File: config.mk
export PLATFORM = sky130hd
export DESIGN_NAME = flut_upper
export DESIGN_NICKNAME = d
export VERILOG_FILES = /design/src/design/flut_pkg.sv /design/src/design/flut_upper.sv
export VERILOG_INCLUDE_DIRS = /design/src /design/src/design
export SDC_FILE = /design/constraint.sdc
export NUM_CORES = 1
export LEC_CHECK = 0
export ABC_AREA = 1
export BUFFER_PORTS_ARGS = -buffer_cell sky130_fd_sc_hd__buf_2
export CAP_MARGIN = 20
export CORE_AREA = 2 2 96 98
export CTS_BUF_LIST = sky130_fd_sc_hd__clkbuf_2 sky130_fd_sc_hd__clkbuf_4 sky130_fd_sc_hd__clkbuf_8
export DETAILED_ROUTE_END_ITERATION = 10
export DIE_AREA = 0 0 98 100
export GPL_ROUTABILITY_DRIVEN = 0
export HOLD_SLACK_MARGIN = 0.15
export PLACE_DENSITY = 0.75
export SYNTH_ARGS = -nofsm -noshare
export SYNTH_HDL_FRONTEND = slang
export SYNTH_SLANG_ARGS = --single-unit
export TNS_END_PERCENT = 5
File: constraint.sdc
create_clock -name clk -period 2.87 [get_ports clk]
set_input_delay 0.574 -clock clk [delete_from_list [all_inputs] [get_ports clk]]
set_output_delay 0.574 -clock clk [all_outputs]
set_load 0.02 [all_outputs]
File: src/design/flut_regs.svh
// register indices, field positions and reset values of the upper fan table entries
`ifndef FLUT_REGS_SVH
`define FLUT_REGS_SVH

// ----------------------------------------------------------------------------
// register indices (byte address is four times the index)
// ----------------------------------------------------------------------------
`define FLUT_IDX_LOCK     8'h4a
`define FLUT_IDX_OFFSET   8'h4e
`define FLUT_IDX_THR11    8'h64
`define FLUT_IDX_DUTY11   8'h65
`define FLUT_IDX_THR12    8'h66
`define FLUT_IDX_DUTY12   8'h67
`define FLUT_IDX_MODE     8'h70
`define FLUT_IDX_STATUS   8'h71

// ----------------------------------------------------------------------------
// field positions
// ----------------------------------------------------------------------------
`define FLUT_LOCK_WREN_BIT  5
`define FLUT_MODE_TEMP_HR   0
`define FLUT_MODE_DUTY_HR   1
`define FLUT_MODE_PWM_22K5  2
`define FLUT_THR_HALF_BIT   7
`define FLUT_DUTY_EXT_HI    7
`define FLUT_DUTY_EXT_LO    6

// ----------------------------------------------------------------------------
// reset values
// ----------------------------------------------------------------------------
`define FLUT_RST_THR      8'h7f
`define FLUT_RST_DUTY     8'h3f
`define FLUT_RST_LOCK     8'h00
`define FLUT_RST_OFFSET   8'h00
`define FLUT_RST_MODE     8'h00

`endif

File: src/design/flut_pkg.sv
// types shared by the upper fan table entry logic
package flut_pkg;

  // ----------------------------------------------------------------------------
  // types
  // ----------------------------------------------------------------------------
  typedef logic [7:0] flut_byte_t;   // one table register

  // which upper entry currently owns the pwm duty
  typedef enum logic [1:0] {
    FLUT_SEL_NONE,
    FLUT_SEL_11,
    FLUT_SEL_12
  } flut_sel_e;

endpackage

File: src/design/flut_upper.sv
// upper fan speed table entries 11 and 12 with avalon-mm register access
//
// Function
// - low temp resolution: threshold top bit zero
// - high temp resolution: nine bit half degree compare
// - low temp resolution: eight bit whole degree compare
// - temperature above threshold selects entry duty
// - thresholds always non-negative, sign assumed zero
// - table offset register shifts effective thresholds
// - low duty resolution: duty top bits zero
// - high duty resolution: extended plus base bits
// - extended duty bits only at 22.5 kHz
// - low resolution duty from lower six bits
//
// The Avalon-MM interface to the registers is this design's own decision.

`include "flut_regs.svh"

module flut_upper
  import flut_pkg::*;
(
  input  wire logic        clk,
  input  wire logic        rst_n,
  input  wire logic [9:0]  avs_address,
  input  wire logic        avs_read,
  input  wire logic        avs_write,
  input  wire logic [31:0] avs_writedata,
  input  wire logic [3:0]  avs_byteenable,
  output logic      [31:0] avs_readdata,
  output logic             avs_waitrequest,
  input  wire logic [8:0]  remote_temp,
  output logic             table_hit,
  output logic      [7:0]  table_duty
);

  // ----------------------------------------------------------------------------
  // register storage
  // ----------------------------------------------------------------------------
  flut_byte_t thr11_q;     // entry 11 threshold
  flut_byte_t duty11_q;    // entry 11 duty
  flut_byte_t thr12_q;     // entry 12 threshold
  flut_byte_t duty12_q;    // entry 12 duty
  flut_byte_t lock_q;      // table lock control
  flut_byte_t offset_q;    // table temperature offset, whole degrees
  flut_byte_t mode_q;      // resolution and frequency controls
  logic       ack_q;       // bus answer phase
  flut_sel_e  sel_q;       // entry owning the duty
  logic [7:0] duty_q;      // registered duty output

  // ----------------------------------------------------------------------------
  // decoded controls
  // ----------------------------------------------------------------------------
  logic       temp_hr;     // half degree thresholds
  logic       duty_hr;     // eight bit duty table
  logic       pwm_22k5;    // 22.5 khz pwm selected
  logic       ext_en;      // extended duty bits active
  logic       wr_en;       // software may write the entries
  logic       req;         // any bus request
  logic       acc;         // request completes this edge
  logic       wr_acc;      // write takes effect this edge
  logic [7:0] idx;         // register index of the request
  logic       lane0;       // low byte lane enabled
  logic [7:0] wbyte;       // write data of the low lane

  // mode bits decode straight from the stored control byte
  assign temp_hr  = mode_q[`FLUT_MODE_TEMP_HR];
  assign duty_hr  = mode_q[`FLUT_MODE_DUTY_HR];
  assign pwm_22k5 = mode_q[`FLUT_MODE_PWM_22K5];
  assign ext_en   = duty_hr & pwm_22k5;
  assign wr_en    = lock_q[`FLUT_LOCK_WREN_BIT];
  assign req      = avs_read | avs_write;
  assign acc      = req & ack_q;
  assign wr_acc   = acc & avs_write & lane0;
  assign idx      = avs_address[9:2];
  assign lane0    = avs_byteenable[0];
  assign wbyte    = avs_writedata[7:0];

  // ----------------------------------------------------------------------------
  // bus handshake
  // ----------------------------------------------------------------------------
  // waitrequest stands one cycle, released for the completing edge
  assign avs_waitrequest = req & ~ack_q;

  // a request still held after completion restarts with a fresh wait cycle
  // answer phase toggles once per request
  always_ff @(posedge clk) begin
    if (!rst_n) begin
      ack_q <= 1'b0;
    end else begin
      ack_q <= req & ~ack_q;
    end
  end

  // ----------------------------------------------------------------------------
  // thresholds
  // ----------------------------------------------------------------------------
  // write only when unlocked; top bit cleared in low resolution
  // the clear follows the write, so a low resolution write never sets bit 7
  always_ff @(posedge clk) begin
    if (!rst_n) begin
      thr11_q <= `FLUT_RST_THR;
      thr12_q <= `FLUT_RST_THR;
    end else begin
      if (wr_acc && wr_en && idx == `FLUT_IDX_THR11) begin
        thr11_q <= wbyte;
      end
      if (wr_acc && wr_en && idx == `FLUT_IDX_THR12) begin
        thr12_q <= wbyte;
      end
      if (!temp_hr) begin
        thr11_q[`FLUT_THR_HALF_BIT] <= 1'b0;
        thr12_q[`FLUT_THR_HALF_BIT] <= 1'b0;
      end
    end
  end

  // ----------------------------------------------------------------------------
  // duty values
  // ----------------------------------------------------------------------------
  // write only when unlocked; extended bits cleared in low resolution
  // the clear follows the write, so low resolution writes never set bits 7:6
  always_ff @(posedge clk) begin
    if (!rst_n) begin
      duty11_q <= `FLUT_RST_DUTY;
      duty12_q <= `FLUT_RST_DUTY;
    end else begin
      if (wr_acc && wr_en && idx == `FLUT_IDX_DUTY11) begin
        duty11_q <= wbyte;
      end
      if (wr_acc && wr_en && idx == `FLUT_IDX_DUTY12) begin
        duty12_q <= wbyte;
      end
      if (!duty_hr) begin
        duty11_q[`FLUT_DUTY_EXT_HI:`FLUT_DUTY_EXT_LO] <= 2'b00;
        duty12_q[`FLUT_DUTY_EXT_HI:`FLUT_DUTY_EXT_LO] <= 2'b00;
      end
    end
  end

  // ----------------------------------------------------------------------------
  // lock, offset and mode controls
  // ----------------------------------------------------------------------------
  // these stay writable so software can unlock the table
  always_ff @(posedge clk) begin
    if (!rst_n) begin
      lock_q   <= `FLUT_RST_LOCK;
      offset_q <= `FLUT_RST_OFFSET;
      mode_q   <= `FLUT_RST_MODE;
    end else if (wr_acc) begin
      if (idx == `FLUT_IDX_LOCK) begin
        lock_q <= wbyte;
      end
      if (idx == `FLUT_IDX_OFFSET) begin
        offset_q <= wbyte;
      end
      if (idx == `FLUT_IDX_MODE) begin
        mode_q <= {5'h00, wbyte[2:0]};
      end
    end
  end

  // ----------------------------------------------------------------------------
  // read data
  // ----------------------------------------------------------------------------
  // loaded while waitrequest is high, stands at the completing edge
  always_ff @(posedge clk) begin
    if (!rst_n) begin
      avs_readdata <= 32'h0000_0000;
    end else if (avs_read && !ack_q) begin
      unique case (idx)
        `FLUT_IDX_THR11:  avs_readdata <= {24'h000000, thr11_q};
        `FLUT_IDX_DUTY11: avs_readdata <= {24'h000000, duty11_q};
        `FLUT_IDX_THR12:  avs_readdata <= {24'h000000, thr12_q};
        `FLUT_IDX_DUTY12: avs_readdata <= {24'h000000, duty12_q};
        `FLUT_IDX_LOCK:   avs_readdata <= {24'h000000, lock_q};
        `FLUT_IDX_OFFSET: avs_readdata <= {24'h000000, offset_q};
        `FLUT_IDX_MODE:   avs_readdata <= {24'h000000, mode_q};
        // status reports which entry owns the duty
        `FLUT_IDX_STATUS: avs_readdata <= {24'h000000, 6'h00, sel_q};
        // unmapped index reads as zero
        default:          avs_readdata <= 32'h0000_0000;
      endcase
    end
  end

  // ----------------------------------------------------------------------------
  // effective thresholds, in half degrees, ten bits
  // ----------------------------------------------------------------------------
  logic [9:0] eff11;       // entry 11 limit
  logic [9:0] eff12;       // entry 12 limit
  logic [9:0] temp_cmp;    // reading at the active resolution
  logic       over11;      // reading above entry 11
  logic       over12;      // reading above entry 12

  // limits and reading at the active temperature resolution
  always_comb begin
    if (temp_hr) begin
      eff11 = {2'b00, thr11_q[6:0], thr11_q[7]} + {1'b0, offset_q, 1'b0};
      eff12 = {2'b00, thr12_q[6:0], thr12_q[7]} + {1'b0, offset_q, 1'b0};
      temp_cmp = {1'b0, remote_temp};
    end else begin
      eff11 = {2'b00, thr11_q[6:0], 1'b0} + {1'b0, offset_q, 1'b0};
      eff12 = {2'b00, thr12_q[6:0], 1'b0} + {1'b0, offset_q, 1'b0};
      temp_cmp = {1'b0, remote_temp[8:1], 1'b0};
    end
  end

  assign over11 = temp_cmp > eff11;
  assign over12 = temp_cmp > eff12;

  // ----------------------------------------------------------------------------
  // duty words of each entry
  // ----------------------------------------------------------------------------
  logic [7:0] dv11;        // entry 11 duty in force
  logic [7:0] dv12;        // entry 12 duty in force

  // duty words at the active duty resolution
  always_comb begin
    if (ext_en) begin
      dv11 = duty11_q;
      dv12 = duty12_q;
    end else begin
      dv11 = {2'b00, duty11_q[5:0]};
      dv12 = {2'b00, duty12_q[5:0]};
    end
  end

  // ----------------------------------------------------------------------------
  // entry selection
  // ----------------------------------------------------------------------------
  // the higher entry wins when both limits are exceeded
  always_ff @(posedge clk) begin
    if (!rst_n) begin
      sel_q  <= FLUT_SEL_NONE;
      duty_q <= 8'h00;
    end else if (over12) begin
      sel_q  <= FLUT_SEL_12;
      duty_q <= dv12;
    end else if (over11) begin
      sel_q  <= FLUT_SEL_11;
      duty_q <= dv11;
    end else begin
      sel_q  <= FLUT_SEL_NONE;
      duty_q <= 8'h00;
    end
  end

  // hit flag decodes from the sel_q flip-flops, duty comes straight from flip-flops
  assign table_hit  = sel_q != FLUT_SEL_NONE;
  assign table_duty = duty_q;
endmodule

==> impl_metrics.py <==
metrics = {
    "synth": {
        "synth_edf_count": 0,
        "synth_warnings": 0,
        "ys.flop_type": "dfxtp_1",
        "ys_seq_elements": 70,
        "synth_area_per_cell_um2": 7.26,
        "ys_seq_area_share_pct": 31.8,
        "async_reset_ff_share_pct": 0,
        "syn_area_mm2": 0.00441,
        "ys_types": 42,
        "syn_inst": 607,
    },
    "timing": {
        "clock.fmax_mhz": 372,
        "worst_pin_slew_ns": 0.593,
        "fin_setup_tns_ns": 0,
        "period_share_pct": 93.6,
        "maxSlewViolCount": 0,
        "layout_min_cycle_time_ns": 2.69,
        "finalClockSkew_ns": 0.0104,
        "finalHoldViolations": 0,
        "slew_headroom_pct": 60.4,
        "finalSetupViolations": 0,
    },
    "route": {
        "ant_nets": 0,
        "met2_length_um": 5220,
        "remaining_drc_errors": 0,
        "firstDrtPassIters": 5,
        "wire_per_inst_um": 14.5,
        "drtIter0Drc": 342,
        "via_per_inst": 5.21,
        "wl_met3_um": 658,
        "wl_met1_um": 4880,
        "vias": 4031,
        "drt_wl_total_um": 11200,
        "routed.top_layer": "met4",
    },
    "die": {
        "core_mm2": 0.00889,
        "die-height_um": 100,
        "rows": 35,
        "start_util_pct": 49.6,
        "pin_count": 101,
        "die-area_mm2": 0.00980,
        "die_x_um": 98,
    },
    "cells_and_area": {
        "nFillCells": 846,
        "multi_input_area_mm2": 0.00255,
        "final_common_cell": "nand2_1",
        "final_util_pct": 55.7,
        "fin_nets": 750,
        "drive_gt1_share_pct": 18.0,
        "mostFrequentLayoutCells": "nand2_1, inv_1, dfxtp_1",
        "diodes": 0,
        "ff_latch_area_mm2": 0.00141,
        "area_growth_pct": 12.4,
    },
    "cts": {
        "cts_num_sinks": 70,
        "cts_root_buf": "clkbuf_8",
        "cts_tree": "done",
        "cts_buffers": 9,
        "htreeDepth": 3,
        "clk-insertion-delay-late_ns": 0.36,
        "cts.path.max_buffers": 2,
        "holdBufCountCts": 0,
        "clk_pin_slew_ns": 0.08,
    },
    "global_route": {
        "grt_pass1_vias": 3743,
        "grt_use_total_pct": 23.5,
        "grt_max_degree": 55,
        "antenna_found_initial": 0,
        "grt_pass1_wl_um": 18200,
        "grt_remaining_overflow": 0,
    },
    "pwr": {
        "p_leak_uw": 0.00263,
        "cellPowerDensity_mw_per_mm2": 437,
        "seqPwrFrac_pct": 45.4,
        "power_switching_uw": 535,
        "max-vdd-ir-drop_v": 0.000318,
        "switching_share_pct": 24.7,
        "power.total_uw": 2170,
        "pwr-share-comb_pct": 9.1,
        "pwr-share-clk_pct": 45.5,
        "p_int_uw": 1630,
    },
    "placed_design": {
        "portBuffers": 47,
        "dp_hpwl_um": 8580,
    },
    "critical_path": {
        "crit_cells": 15,
        "critical-path-top-delay-family": "simple AND/OR/NAND/NOR gates",
        "cp_max_fo": 9,
        "crit_buf_inv": 2,
        "reg2reg_depth": 15,
        "max_stage_delay_ns": 0.37,
        "cp-start-kind": "flop",
        "end_kind": "flop",
        "path_cells": "ha_1 > a21oi_1 > nand2_1 > nand2_1 > o311ai_0 > xor2_1 > ha_1 > nand3_1 > nand3b_1 > nand3b_1 > inv_1 > nand2_2 > buf_12 > nand4_1 > nand2_1",
        "slowest_stage": "ha_1",
        "cp.arrival_ns": 2.98,
        "required_ns": 3.17,
        "critPathKind": "reg -> reg",
        "cp_common_cell": "nand2_1",
    },
    "min_path": {
        "hp-class": "reg -> reg",
        "holdPathStages": 2,
    },
    "run_status": {
        "status": "finished clean",
    },
    "job": {
        "drv_cap": 0,
    },
}
## cells in the mapped netlist (2+ instances only)
library cell	n	area, um2
nand2_1	177	664
nor3_1	7	35.0
o21ai_0	22	110
a21oi_1	48	240
buf_6	2	22.5
nand4_1	13	81.3
buf_2	4	20.0
nor3_4	2	32.5
o22ai_1	5	31.3
nand3_2	2	20.0
xnor2_1	3	26.3
nand2_4	2	22.5
dfxtp_1	70	1400
inv_1	74	278
clkbuf_1	6	22.5
a211oi_1	2	15.0
buf_4	24	180
ha_1	32	400
o211ai_2	9	113
o21bai_1	2	15.0
nor2_1	26	97.6
o211ai_1	16	120
nand3b_1	2	15.0
o311ai_0	2	17.5
fa_1	2	40.0
nor2_2	4	25.0
nand3_1	12	60.1
a21oi_2	2	17.5
nor2_8	2	40.0
inv_2	7	26.3
nor2_4	3	33.8
nand2_2	4	25.0
xor2_1	9	78.8
a22oi_1	2	15.0
## layout make-up
class	instances	area share, %
clock buffer	10	2.78
clock inverter	6	2.20
inverter	81	6.14
multi-input combinational	442	51.5
sequential	70	28.5
tap	111	2.80
timing repair buffer	53	6.16
## logic make-up (layout without fill, tap and decap cells)
logic type                 count (synthesis)  after routing  synth area share [%]
and+or+nand+nor                          261            261                  27.3
DFF                                       70             70                  31.8
xor gates and xnor gates                  12             12                  2.38
AOI/OAI and AO/OA                        111            111                  15.9
adders and majority gates                 34             34                  9.99
buffers and inverters                    118            150                  12.5
other                                      1             24                0.0851
## layer usage
| metal | vias to the layer above | global-route usage (%) |
|---|---|---|
| met2 | 157 | 39.1 |
| met5 | - | 0 |
| met1 | 1799 | 30.1 |
| li1 | 2043 | - |
| met4 | 0 | 10.4 |
| met3 | 32 | 3.90 |
## registers in the layout (all words and copies together) (netlist names)
| name | flops |
|---|---|
| ack_q | 1 |
| offset_q | 8 |
| lock_q | 8 |
| thr12_q | 8 |
| duty12_q | 8 |
| table_duty | 8 |
| mode_q | 3 |
| duty11_q | 8 |
| sel_q | 2 |
| avs_readdata | 8 |
| thr11_q | 8 |
## tightest hold or removal path, stage by stage (launching register included)
cell and delay [ns]:
dfxtp_1 0.31, inv_1 0.06, a21oi_1 0.06
## final timing paths
kind / from / end / slack [ns]
worst max-delay path: thr12_q[2]$_SDFFE_PN1P_ / table_duty[6]$_SDFF_PN0_ / 0.18
worst min-delay path: lock_q[6]$_SDFFE_PN0P_ / lock_q[6]$_SDFFE_PN0P_ / 0.47
worst min register to register: lock_q[6]$_SDFFE_PN0P_ / lock_q[6]$_SDFFE_PN0P_ / 0.47
worst max register to register: thr12_q[2]$_SDFFE_PN1P_ / table_duty[6]$_SDFF_PN0_ / 0.18
## repair_timing
item,in CTS,in global routing
resized for setup,1,11
setup endpoints to repair,1,9
pin swaps,0,3
buffers inserted,0,1
gates cloned,0,0
## power groups by stage
stage	clock network, uW	registers, uW	logic (uW)
floorplan	0	1020	135
global placement	0	1010	190
detailed placement	0	1010	194
CTS	990	985	196
global route	1040	985	216
finish	986	984	198
## stage by stage
step	instances	worst slack (ns)	instance area (um2)	hold WS, ns
floorplan	630	0.299	4490	0.430
global route	773	-0.00264	4950	0.491
CTS	772	0.0300	4930	0.463
finish	773	0.183	4950	0.466
global placement	756	0.0979	4680	0.441
detailed placement	756	0.00482	4680	0.448
(Power assumes the default switching activity.)
